File: config.mk
export PLATFORM = sky130hd
export DESIGN_NAME = smode_cmd_store
export DESIGN_NICKNAME = d
export VERILOG_FILES = /design/src/smode_pkg.sv /design/src/smode_desc_addr.sv /design/src/smode_rt_ctx.sv /design/src/smode_cmd_store.sv
export SDC_FILE = /design/constraint.sdc
export NUM_CORES = 1
export LEC_CHECK = 0
export ABC_CLOCK_PERIOD_IN_PS = 8300
export BUFFER_PORTS_ARGS = -buffer_cell sky130_fd_sc_hd__buf_4
export CAP_MARGIN = 40
export CORE_ASPECT_RATIO = 1.25
export CORE_MARGIN = 3
export CORE_UTILIZATION = 40
export CTS_BUF_LIST = sky130_fd_sc_hd__clkbuf_4
export DETAILED_ROUTE_END_ITERATION = 6
export RECOVER_POWER = 50
export SYNTH_ARGS = -nofsm -noshare
export SYNTH_HDL_FRONTEND = slang
export SYNTH_SLANG_ARGS = --single-unit
File: constraint.sdc
create_clock -name clock -period 8.3 [get_ports clock]
set_input_delay 1.245 -clock clock [delete_from_list [all_inputs] [get_ports clock]]
set_output_delay 1.245 -clock clock [all_outputs]
set_load 0.005 [all_outputs]
File: src/smode_pkg.sv
// Constants for simplified mode-command descriptor storage
package smode_pkg;

   // ==========================================================
   // Register offsets (register port, word addressed)
   // ==========================================================
   localparam logic [7:0] OFS_RT1_ST_FIRST  = 8'h1E;
   localparam logic [7:0] OFS_RT1_ST_SECOND = 8'h1F;
   localparam logic [7:0] OFS_RT2_ST_FIRST  = 8'h27;
   localparam logic [7:0] OFS_RT2_ST_SECOND = 8'h28;
   localparam logic [7:0] OFS_RT1_CFG       = 8'h40;
   localparam logic [7:0] OFS_RT1_DESC_BASE = 8'h41;
   localparam logic [7:0] OFS_RT2_CFG       = 8'h42;
   localparam logic [7:0] OFS_RT2_DESC_BASE = 8'h43;
   localparam logic [7:0] OFS_STATUS        = 8'h44;

   // ==========================================================
   // Field positions
   // ==========================================================
   localparam int CFG_SIMPLIFIED_BIT = 0;
   localparam int CFG_ALT_ST_BIT     = 1;
   localparam int CTRL_BROADCAST_RECEIVED_FLAG_BIT     = 9;
   localparam int CTRL_ACCESSED_BIT  = 11;
   localparam int CMD_TR_BIT         = 10;

   // ==========================================================
   // Reset values
   // ==========================================================
   localparam logic [15:0] RST_CFG       = 16'h0000;
   localparam logic [15:0] RST_DESC_BASE = 16'h0000;
   localparam logic [15:0] RST_ST_WORD   = 16'h0000;
   localparam logic [15:0] RST_LAST_CMD  = 16'h0000;

   // ==========================================================
   // Command decoding and descriptor layout
   // ==========================================================
   localparam logic [4:0] SA_MODE_A        = 5'h00;
   localparam logic [4:0] SA_MODE_B        = 5'h1F;
   localparam logic [4:0] MC_FIRST_DATA    = 5'h10;
   localparam logic [4:0] MC_LAST_COMMAND  = 5'h12;
   localparam logic [4:0] MC_SELFTEST_WORD = 5'h13;
   localparam logic [1:0] DW_CONTROL       = 2'h0;
   localparam logic [1:0] DW_MSG_INFO      = 2'h1;
   localparam logic [1:0] DW_TIME_TAG      = 2'h2;
   localparam logic [1:0] DW_MODE_DATA     = 2'h3;

endpackage : smode_pkg

File: src/smode_desc_addr.sv
// Descriptor word address for one mode command
`timescale 1ns/1ps
module smode_desc_addr
(
   input  wire logic [15:0] base,
   input  wire logic        tr,
   input  wire logic [4:0]  code,
   input  wire logic [1:0]  word,
   output logic      [15:0] addr
);

   // Four words per descriptor, receive block then transmit block
   assign addr = base + {8'h00, tr, code, word};

endmodule : smode_desc_addr

File: src/smode_rt_ctx.sv
// Per-terminal configuration, self-test words and last command
`timescale 1ns/1ps
module smode_rt_ctx
#(
   parameter logic [7:0] OFS_CFG  = 8'h00,
   parameter logic [7:0] OFS_BASE = 8'h01,
   parameter logic [7:0] OFS_ST0  = 8'h02,
   parameter logic [7:0] OFS_ST1  = 8'h03
)
(
   input  wire logic        clock,
   input  wire logic        nrst,
   input  wire logic [7:0]  reg_addr,
   input  wire logic [15:0] reg_wdata,
   input  wire logic        reg_wr,
   input  wire logic        last_we,
   input  wire logic [15:0] last_in,
   output logic             simplified,
   output logic [15:0]      desc_base,
   output logic [15:0]      selftest_word,
   output logic [15:0]      last_cmd,
   output logic             rd_hit,
   output logic [15:0]      rd_data
);

   logic [15:0] cfg_q;
   logic [15:0] base_q;
   logic [15:0] st0_q;
   logic [15:0] st1_q;
   logic [15:0] last_q;

   // ==========================================================
   // Software registers
   // ==========================================================
   always_ff @(posedge clock or negedge nrst)
   begin
      if (!nrst)
      begin
         cfg_q  <= smode_pkg::RST_CFG;
         base_q <= smode_pkg::RST_DESC_BASE;
         st0_q  <= smode_pkg::RST_ST_WORD;
         st1_q  <= smode_pkg::RST_ST_WORD;
      end
      else if (reg_wr)
      begin
         if (reg_addr == OFS_CFG)
            cfg_q <= reg_wdata & 16'h0003;
         if (reg_addr == OFS_BASE)
            base_q <= reg_wdata;
         if (reg_addr == OFS_ST0)
            st0_q <= reg_wdata;
         if (reg_addr == OFS_ST1)
            st1_q <= reg_wdata;
      end
   end

   // Most recently transacted command of this terminal
   always_ff @(posedge clock or negedge nrst)
   begin
      if (!nrst)
         last_q <= smode_pkg::RST_LAST_CMD;
      else if (last_we)
         last_q <= last_in;
   end

   assign simplified = cfg_q[smode_pkg::CFG_SIMPLIFIED_BIT];
   assign desc_base  = base_q;
   assign selftest_word = cfg_q[smode_pkg::CFG_ALT_ST_BIT] ? st1_q : st0_q;
   assign last_cmd   = last_q;

   always_comb
   begin
      rd_hit  = 1'b1;
      rd_data = 16'h0000;
      if (reg_addr == OFS_CFG)
         rd_data = cfg_q;
      else if (reg_addr == OFS_BASE)
         rd_data = base_q;
      else if (reg_addr == OFS_ST0)
         rd_data = st0_q;
      else if (reg_addr == OFS_ST1)
         rd_data = st1_q;
      else
         rd_hit = 1'b0;
   end

endmodule : smode_rt_ctx

File: src/smode_cmd_store.sv
// Simplified mode-command descriptor storage for two remote terminals
//
// Design decision made here: the plain strobed port.
`timescale 1ns/1ps
module smode_cmd_store
(
   input  wire logic        clock,
   input  wire logic        nrst,
   // Register port
   input  wire logic [7:0]  reg_addr,
   input  wire logic [15:0] reg_wdata,
   input  wire logic        reg_wr,
   input  wire logic        reg_rd,
   output logic      [15:0] reg_rdata,
   // Protocol engine side
   input  wire logic        cmd_valid,
   input  wire logic        cmd_rt,
   input  wire logic [15:0] cmd_word,
   input  wire logic        msg_done,
   input  wire logic        msg_abort,
   input  wire logic        msg_broadcast_received_flag,
   input  wire logic [15:0] msg_info,
   input  wire logic [15:0] msg_time,
   input  wire logic [15:0] msg_rx_data,
   output logic             tx_valid,
   output logic      [15:0] tx_data,
   output logic             commit_done,
   output logic             busy,
   // Shared RAM port
   output logic      [15:0] ram_addr,
   output logic      [15:0] ram_wdata,
   output logic             ram_we,
   output logic             ram_re,
   input  wire logic [15:0] ram_rdata
);

   typedef enum {
      ST_IDLE,
      ST_TX_RD,
      ST_TX_DATA,
      ST_WAIT_MSG,
      ST_W1_RD,
      ST_W1_DATA,
      ST_W1_WR,
      ST_W2_WR,
      ST_W3_WR,
      ST_W4_WR
   } state_t;

   state_t      state_q;
   logic        rt_q;
   logic        tr_q;
   logic [4:0]  code_q;
   logic        own_q;
   logic [15:0] cmd_q;
   logic [15:0] info_q;
   logic [15:0] time_q;
   logic [15:0] data_q;
   logic        data_wr_q;
   logic        broadcast_received_flag_q;
   logic [15:0] ctrl_merge;
   logic [1:0]  word_sel;
   logic [15:0] word_addr;
   logic [15:0] base_sel;
   logic [15:0] ram_addr_q;
   logic [15:0] ram_wdata_q;
   logic        ram_we_q;
   logic        ram_re_q;
   logic        tx_valid_q;
   logic [15:0] tx_data_q;
   logic        commit_q;
   logic [15:0] rdata_q;

   logic        simp1;
   logic        simp2;
   logic [15:0] base1;
   logic [15:0] base2;
   logic [15:0] st1;
   logic [15:0] st2;
   logic [15:0] last1;
   logic [15:0] last2;
   logic        hit1;
   logic        hit2;
   logic [15:0] rd1;
   logic [15:0] rd2;
   logic        last_we1;
   logic        last_we2;

   logic        is_mode;
   logic        cmd_tr;
   logic [4:0]  cmd_code;
   logic        cmd_simp;
   logic        has_data;

   // ==========================================================
   // Per-terminal contexts
   // ==========================================================
   // RT1 configuration, descriptor base, self-test words and last command
   smode_rt_ctx #(
      .OFS_CFG  (smode_pkg::OFS_RT1_CFG),
      .OFS_BASE (smode_pkg::OFS_RT1_DESC_BASE),
      .OFS_ST0  (smode_pkg::OFS_RT1_ST_FIRST),
      .OFS_ST1  (smode_pkg::OFS_RT1_ST_SECOND)
   ) u_rt1 (
      .clock         (clock),
      .nrst          (nrst),
      .reg_addr      (reg_addr),
      .reg_wdata     (reg_wdata),
      .reg_wr        (reg_wr),
      .last_we       (last_we1),
      .last_in       (cmd_q),
      .simplified    (simp1),
      .desc_base     (base1),
      .selftest_word (st1),
      .last_cmd      (last1),
      .rd_hit        (hit1),
      .rd_data       (rd1)
   );

   smode_rt_ctx #(
      .OFS_CFG  (smode_pkg::OFS_RT2_CFG),
      .OFS_BASE (smode_pkg::OFS_RT2_DESC_BASE),
      .OFS_ST0  (smode_pkg::OFS_RT2_ST_FIRST),
      .OFS_ST1  (smode_pkg::OFS_RT2_ST_SECOND)
   ) u_rt2 (
      .clock         (clock),
      .nrst          (nrst),
      .reg_addr      (reg_addr),
      .reg_wdata     (reg_wdata),
      .reg_wr        (reg_wr),
      .last_we       (last_we2),
      .last_in       (cmd_q),
      .simplified    (simp2),
      .desc_base     (base2),
      .selftest_word (st2),
      .last_cmd      (last2),
      .rd_hit        (hit2),
      .rd_data       (rd2)
   );

   // ==========================================================
   // Command decode
   // ==========================================================
   assign cmd_tr   = cmd_word[smode_pkg::CMD_TR_BIT];
   assign cmd_code = cmd_word[4:0];
   assign is_mode  = (cmd_word[9:5] == smode_pkg::SA_MODE_A)
                   || (cmd_word[9:5] == smode_pkg::SA_MODE_B);
   assign cmd_simp = cmd_rt ? simp2 : simp1;
   assign has_data = (cmd_code >= smode_pkg::MC_FIRST_DATA);

   // Last command updates only once the message is transacted
   assign last_we1 = (state_q == ST_WAIT_MSG) && msg_done && !rt_q;
   assign last_we2 = (state_q == ST_WAIT_MSG) && msg_done && rt_q;

   // ==========================================================
   // Descriptor addressing
   // ==========================================================
   assign base_sel = rt_q ? base2 : base1;

   always_comb
   begin
      case (state_q)
         ST_TX_RD,
         ST_W4_WR:   word_sel = smode_pkg::DW_MODE_DATA;
         ST_W2_WR:   word_sel = smode_pkg::DW_MSG_INFO;
         ST_W3_WR:   word_sel = smode_pkg::DW_TIME_TAG;
         default:    word_sel = smode_pkg::DW_CONTROL;
      endcase
   end

   // block address is the record itself
   smode_desc_addr u_addr (
      .base (base_sel),
      .tr   (tr_q),
      .code (code_q),
      .word (word_sel),
      .addr (word_addr)
   );

   // ==========================================================
   // Message sequencer
   // ==========================================================
   always_ff @(posedge clock or negedge nrst)
   begin
      if (!nrst)
      begin
         state_q     <= ST_IDLE;
         rt_q        <= 1'b0;
         tr_q        <= 1'b0;
         code_q      <= 5'h00;
         own_q       <= 1'b0;
         cmd_q       <= 16'h0000;
         data_wr_q   <= 1'b0;
         ram_addr_q  <= 16'h0000;
         ram_wdata_q <= 16'h0000;
         ram_we_q    <= 1'b0;
         ram_re_q    <= 1'b0;
         tx_valid_q  <= 1'b0;
         tx_data_q   <= 16'h0000;
         commit_q    <= 1'b0;
      end
      else
      begin
         ram_we_q   <= 1'b0;
         ram_re_q   <= 1'b0;
         tx_valid_q <= 1'b0;
         commit_q   <= 1'b0;
         case (state_q)
            ST_IDLE:
               if (cmd_valid)
               begin
                  rt_q      <= cmd_rt;
                  tr_q      <= cmd_tr;
                  code_q    <= cmd_code;
                  cmd_q     <= cmd_word;
                  own_q     <= is_mode && cmd_simp;
                  // no-data codes never touch word 4
                  data_wr_q <= is_mode && cmd_simp && has_data;
                  state_q   <= ST_WAIT_MSG;
                  if (is_mode && cmd_simp && cmd_tr && has_data)
                  begin
                     if (cmd_code == smode_pkg::MC_LAST_COMMAND)
                     begin
                        tx_data_q  <= cmd_rt ? last2 : last1;
                        tx_valid_q <= 1'b1;
                     end
                     else if (cmd_code == smode_pkg::MC_SELFTEST_WORD)
                     begin
                        tx_data_q  <= cmd_rt ? st2 : st1;
                        tx_valid_q <= 1'b1;
                     end
                     else
                        state_q <= ST_TX_RD;
                  end
               end
            ST_TX_RD:
            begin
               // fetch word 4 host preload or zero
               ram_addr_q <= word_addr;
               ram_re_q   <= 1'b1;
               state_q    <= ST_TX_DATA;
            end
            ST_TX_DATA:
               state_q <= ST_W1_RD;
            ST_W1_RD:
            begin
               if (!own_q)
                  state_q <= ST_WAIT_MSG;
               else
               begin
                  tx_data_q  <= ram_rdata;
                  tx_valid_q <= 1'b1;
                  state_q    <= ST_WAIT_MSG;
               end
            end
            ST_WAIT_MSG:
            begin
               // nothing written before the message completes
               if (msg_abort)
                  state_q <= ST_IDLE;
               else if (msg_done && !own_q)
                  state_q <= ST_IDLE;
               else if (msg_done)
               begin
                  ram_addr_q <= word_addr;
                  ram_re_q   <= 1'b1;
                  state_q    <= ST_W1_DATA;
               end
            end
            ST_W1_DATA:
               state_q <= ST_W1_WR;
            ST_W1_WR:
            begin
               // only accessed and broadcast bits change
               ram_addr_q  <= word_addr;
               ram_wdata_q <= ctrl_merge;
               ram_we_q    <= 1'b1;
               state_q     <= ST_W2_WR;
            end
            ST_W2_WR:
            begin
               ram_addr_q  <= word_addr;
               ram_wdata_q <= info_q;
               ram_we_q    <= 1'b1;
               state_q     <= ST_W3_WR;
            end
            ST_W3_WR:
            begin
               ram_addr_q  <= word_addr;
               ram_wdata_q <= time_q;
               ram_we_q    <= 1'b1;
               state_q     <= data_wr_q ? ST_W4_WR : ST_IDLE;
               commit_q    <= !data_wr_q;
            end
            ST_W4_WR:
            begin
               ram_addr_q  <= word_addr;
               ram_wdata_q <= data_q;
               ram_we_q    <= 1'b1;
               commit_q    <= 1'b1;
               state_q     <= ST_IDLE;
            end
            default:
               state_q <= ST_IDLE;
         endcase
      end
   end

   // ==========================================================
   // Message record capture
   // ==========================================================
   // read data stands only while in ST_W1_WR, so merge there
   always_comb
   begin
      ctrl_merge = ram_rdata;
      ctrl_merge[smode_pkg::CTRL_ACCESSED_BIT] = 1'b1;
      ctrl_merge[smode_pkg::CTRL_BROADCAST_RECEIVED_FLAG_BIT]    = broadcast_received_flag_q;
   end

   always_ff @(posedge clock or negedge nrst)
   begin
      if (!nrst)
      begin
         info_q  <= 16'h0000;
         time_q  <= 16'h0000;
         data_q  <= 16'h0000;
         broadcast_received_flag_q <= 1'b0;
         rdata_q <= 16'h0000;
      end
      else
      begin
         if ((state_q == ST_WAIT_MSG) && msg_done)
         begin
            info_q  <= msg_info;
            time_q  <= msg_time;
            broadcast_received_flag_q <= msg_broadcast_received_flag;
            data_q  <= tr_q ? tx_data_q : msg_rx_data;
         end
         if (reg_rd)
         begin
            if (reg_addr == smode_pkg::OFS_STATUS)
               rdata_q <= {9'h000, own_q, tr_q, code_q[4:0] & 5'h1F} & 16'h007F
                          | {8'h00, busy, 7'h00};
            else if (hit1)
               rdata_q <= rd1;
            else if (hit2)
               rdata_q <= rd2;
            else
               rdata_q <= 16'h0000;
         end
      end
   end

   // host relies on the device for words 2-3
   assign busy        = (state_q != ST_IDLE);
   assign reg_rdata   = rdata_q;
   assign tx_valid    = tx_valid_q;
   assign tx_data     = tx_data_q;
   assign commit_done = commit_q;
   assign ram_addr    = ram_addr_q;
   assign ram_wdata   = ram_wdata_q;
   assign ram_we      = ram_we_q;
   assign ram_re      = ram_re_q;

endmodule : smode_cmd_store

* Yosys cells after proc, flatten, opt, wreduce, memory -nomap -nowiden *
Cells that the tools add are included.

storage, ports and cells
  memories kept = 0
  bits of input ports = 113
  ROM bits = 0
  RAM bits = 0
  output and inout port bits = 69
  bits in registers = 306
  latch bits = 0
  logic and storage cells = 154

operators by class
  multipliers = 0
  shift operators = 0
  $add $sub $neg = 1
  div/mod/pow operators = 0
  reduce and logical (&&, ||, !) cells = 33
  bitwise gates (word level) = 1
  mux-type cells = 59
  magnitude comparators = 1
  equal/unequal tests = 30

operators with widths
  cell                                                               number
  16-bit 2-to-1 mux                                                  25
  32-bit one-hot mux with 9 select lines                             1
  32-bit by 3-bit == test with 1-bit output (second input constant)  5
  32-bit 2-to-1 mux                                                  4
  32-bit by 2-bit == test with 1-bit output (second input constant)  2
  32-bit by 4-bit == test with 1-bit output (second input constant)  2
  16-bit one-hot mux with 2 select lines                             2
  16-bit one-hot mux with 4 select lines                             1
  8-bit by 7-bit == test with 1-bit output (second input constant)   5
  32-bit by 1-bit == test with 1-bit output (second input constant)  1
  32-bit logical NOT                                                 1
  32-bit nonzero test                                                1
  2-bit AND reduction                                                10
  1-bit 2-to-1 mux                                                   18
  16-bit by 8-bit adder with 16-bit output                           1
  8-bit by 5-bit == test with 1-bit output (second input constant)   2
  8-bit by 6-bit == test with 1-bit output (second input constant)   2
  5-bit == test (second input constant)                              3
  2-bit != test (second input constant)                              6
  1-bit logical AND                                                  8
  7-bit by 8-bit OR with 8-bit output                                1
  2-bit 2-to-1 mux                                                   3
  1-bit one-hot mux with 2 select lines                              3
  2-bit one-hot mux with 3 select lines                              1
  14 further kinds                                                   17

* Longest topological paths before layout *
  word-level depth = 8
  depth in mapped cells = 14
  gate-level depth less buffers = 13

* Cells and area by module *
A second synthesis with hierarchy kept.

unflattened totals
  cells, all modules = 1108
  area total of the unflattened synthesis = 13716.9 µm²

by module, submodules not included
  module                seq. area each (µm²)  area each (µm²)  instances  cells each
  smode_cmd_store       3503.4                6832.8           1          585
  smode_rt_ctx (u_rt2)  1651.6                3208.1           1          240
  smode_rt_ctx (u_rt1)  1651.6                3169.3           1          225
  smode_desc_addr       0.0                   506.7            1          58

* Least setup slack after synthesis *
OpenSTA, ideal clock, no wires.

  kind = register to register
  start point = register rt_q
  end point = register ram_addr_q[10], in the netlist ram_addr[10]
  arrival = 2889 ps
  cell stages (with the launch flop) = 13
  library setup time = 95 ps
  path buffers = 2
  path slack = 5316 ps
  clock period less this slack = 2984 ps
  required time = 8205 ps
  path through = dfrtp_1 -> buf_2 -> clkbuf_1 -> mux2_2 -> ha_1 -> inv_1 -> fa_1 -> nor2b_1 -> o21bai_1 -> a21boi_0 -> o21ai_0 -> o21a_1 -> o31ai_1

between the ends
  cells in the longest elaborated chain, start to end = 6

RTL lines
  what                                          line                    source
  start: declaration                            smode_cmd_store.sv:51   logic rt_q;
  start signal: assignment                      smode_cmd_store.sv:212  rt_q <= cmd_rt;
  16-bit 2-to-1 mux (*)                         smode_cmd_store.sv:158  assign base_sel = rt_q ? base2 : base1;
  16-bit by 8-bit adder with 16-bit output (*)  smode_desc_addr.sv:13   assign addr = base + {8'h00, tr, code, word};
  16-bit 2-to-1 mux                             smode_cmd_store.sv:263  else if (msg_done)
  16-bit 2-to-1 mux                             smode_cmd_store.sv:261  else if (msg_done && !own_q)
  16-bit 2-to-1 mux                             smode_cmd_store.sv:259  if (msg_abort)
  16-bit one-hot mux with 2 select lines (*)    smode_cmd_store.sv:208  case (state_q)
  end signal: assignment                        smode_cmd_store.sv:265  ram_addr_q <= word_addr;
  end signal: assignment                        smode_cmd_store.sv:275  ram_addr_q <= word_addr;
  end signal: assignment                        smode_cmd_store.sv:282  ram_addr_q <= word_addr;
  end: declaration                              smode_cmd_store.sv:65   logic [15:0] ram_addr_q;

Every way passes the cells marked *; elsewhere a longest branch is shown, timed or not. The select of a mux whose other input is x is not followed.
A chain may end at the register's enable or synchronous reset.

==> results.py <==
metrics = {
    "status": {
        "status": "finished, violations left",
        "failed_checks": "capacitance limit, slew limit",
    },
    "sta": {
        "post_route_setup_tns_ns": 0,
        "timing.fmax_ghz": 0.199,
        "actual_transition_at_the_worst_max_transition_pin_ns": 3.94,
        "timing.clock.skew_ns": 0.0319,
        "final_period_minus_worst_setup_slack_ns": 5.03,
        "setup-violations-final": 0,
        "grt_setup_unrepaired": "no",
        "finalHoldViolCount": 0,
        "slew_viol_final": 282,
        "post-route-period-util": 0.606,
        "slew_headroom": -1.63,
    },
    "routing": {
        "drt.antenna.violating_nets": 0,
        "num_vias": 9747,
        "drcViolationCount": 0,
        "routedWlPerCell_microns": 20.2,
        "dr.first_iter.drc_count": 764,
        "postRouteWirelength_microns": 36700,
        "detail_route.vias_per_cell": 5.38,
        "detail_route.first_pass.iterations": 6,
    },
    "clock_tree": {
        "max-clock-path-buffers": 3,
        "insertion_delay_ns": 0.70,
        "cts_htree_levels": 3,
        "cts_buffers": 74,
        "tritoncts": "done",
        "cts.sinks": 272,
        "cts_repair_resize_count": 0,
        "cts_hold_repair.buffers": 0,
        "clock_tree.root_cell": "clkbuf_4",
        "post_cts_setup_repair_buffer_count": 0,
        "clkTransAtPathRegs_ns": 0.06,
    },
    "layout": {
        "syn2layout_area_growth_pct": 20.4,
        "drive_gt1_frac": 0.374,
        "postLayoutCoreUtil": 0.492,
        "design.final.nets": 1470,
    },
    "worst_setup_path": {
        "critical_path.endpoint_type": "asynchronous set/reset pin",
        "critPathBufInv": 2,
        "critical_path.max_fanout": 160,
        "critPathMaxStageDelay_ns": 2.86,
        "timing.setup.critical_path_class": "primary input to asynchronous set/reset pin",
        "ff2ff_path_depth": 7,
        "critical_path.reg2reg.endpoint": "u_rt2.last_cmd[10]$_DFFE_PN0P_",
        "path_depth": 2,
        "critical_path_arrival_ns": 4.89,
        "worstReg2RegStart": "state_q[3]$_DFFE_PN0P_",
        "reg2reg_slack_ns": 3.74,
        "critical_path.slowest_cell": "clkbuf_2",
        "critPathLaunchType": "primary input",
        "cell_by_cell_trace_of_the_critical_path": "buf_8 -> clkbuf_2",
        "critPathRequiredTime_ns": 8.16,
        "kind_of_cell_adding_the_most_delay_to_the_critical_path": "buffers and inverters",
    },
    "die": {
        "floorplan.initialDensity": 0.409,
        "design.core.area_sq_um": 32100,
        "die_width_microns": 168,
        "die_area_sq_um": 35000,
        "rows": 73,
        "num_io_pins": 182,
        "floorplan.die.height_microns": 208,
    },
    "run": {
        "max-cap-violations": 4,
    },
    "grt": {
        "grt_remaining_overflow": 0,
        "grt.total_usage": 0.209,
        "antenna_found_initial": 1,
        "maximum_number_of_pins_on_one_net_before_global_route_repair": 161,
        "grt_pass1_wl_microns": 58200,
        "grt_pass1_vias": 10200,
    },
    "placement": {
        "half_perimeter_wire_length_after_placement_microns": 26300,
        "port_buffers": 181,
        "gp_congestion": 0.853,
    },
    "power": {
        "power.static_leakage_uw": 0.00771,
        "irDropWorstVdd_mv": 0.177,
        "power_density_nw_per_um2": 267,
    },
    "hold_path": {
        "min_from": "info_q[4]$_DFFE_PN0P_",
        "timing.hold.worst.class": "flop to flop",
        "worstHoldPathCells": 2,
        "hold-path-endpoint": "info_q[4]$_DFFE_PN0P_",
    },
    "yosys": {
        "share_of_synthesized_area_occupied_by_flip_flops_and_latches": 0.519,
        "synth.yosys.warnings": 0,
        "synth_top_area_share": 0.519,
        "top_cells_by_count_synth": "272 x dfrtp_1, 182 x mux2_2, 182 x nand2_1",
        "post_synth_edffs": 0,
        "async_set_or_reset_register_ratio_after_synthesis": 1.00,
        "syn-instance-count": 1141,
        "synth.top_cells.by_area": "dfrtp_1 52%, mux2_2 16%, nand2_1 5.2%",
        "netlist-cell-type-count": 64,
        "synth_seq_cells": 272,
        "post_synth_instance_area_sq_um": 13100,
        "dominantRegCellSynth": "dfrtp_1",
        "yosysTopAreaCell": "dfrtp_1",
        "yosys.cell_count.top_type": "dfrtp_1",
        "syn_nets": 1263,
        "synthesis.area_per_instance_sq_um": 11.5,
    },
}
-- cell families after synthesis --
group                    Yosys count  share of synthesized area
AO/OA/AOI/OAI                    209                      0.103
XOR/XNOR                          13                    0.00868
adder cells (fa/ha/maj)            9                    0.00916
buffers and inverters             83                     0.0267
flip-flops                       272                      0.519
multiplexers                     255                      0.231
AND/OR/NAND/NOR                  300                      0.102
-- cells in the final DEF (no fill, tap or decap), types with 10 or more instances in the layout --
cell type / n
o21ai_0: 67
a21oi_1: 27
mux2_4: 10
mux2_2: 182
clkbuf_4: 105
mux4_2: 16
buf_4: 185
mux2i_1: 47
clkinv_1: 13
inv_1: 15
nand2_1: 182
a31oi_1: 19
a22oi_1: 49
nor2_1: 55
dfrtp_1: 272
nand3_1: 13
-- layout make-up --
class                           instances  area [sq um]
Tap cell                              412           515
Timing Repair Buffer                  198          1500
Inverter                               16          60.1
Antenna cell                            2          5.00
Clock buffer                          105           788
Clock inverter                         20           158
Sequential cell                       272          6810
Multi-Input combinational cell        786          5950
Fill cell                            2965         16300
-- worst max-delay path by stage --
stage	start	endpoint	slack, ns
floorplan	rt_q$_DFFE_PN0P_	ram_addr[10]$_DFFE_PN0P_	5.32
global placement	reg_addr[6]	u_rt2.st1_q[5]$_DFFE_PN0P_	4.62
detailed placement	reg_addr[6]	u_rt2.st1_q[12]$_DFFE_PN0P_	4.52
CTS	state_q[2]$_DFFE_PN0P_	ram_addr[10]$_DFFE_PN0P_	4.70
global route	nrst	ram_re$_DFF_PN0_	2.45
finish	nrst	info_q[9]$_DFFE_PN0P_	3.27
-- worst reg2reg max path: stages, from the launching register on --
cell	delay, ns
dfrtp_1	0.57
nor2_1	0.17
nand4_1	0.13
clkbuf_1	1.88
clkinv_1	0.26
buf_4	0.37
nand2_1	0.64
mux2_2	0.41
-- metal layers --
layer  routed length, microns  GRT usage  vias to the layer above
li1                         -          -                     4576
met5                        0          0                        -
met4                      712     0.0598                        0
met2                    17600      0.342                      322
met1                    16100      0.281                     4792
met3                     2200     0.0454                       57
-- report_power, final --
part	switching (uW)	internal, uW	total, uW
clock network	554	673	1230
logic	546	531	1080
registers	244	1660	1900
total	1340	2860	4210
-- through the flow --
step                hold WS [ns]  instances  setup WS, ns  total power, uW  cell area (sq um)
floorplan                  0.446       1141          5.32             2540              13100
finish                     0.473       1811          3.27             4210              15800
global route               0.498       1810          2.45             4510              15800
global placement           0.457       1679          4.62             2970              14800
detailed placement         0.462       1684          4.52             3020              14900
CTS                        0.478       1809          4.70             4280              15800
Power figures use the tool's default switching activity.
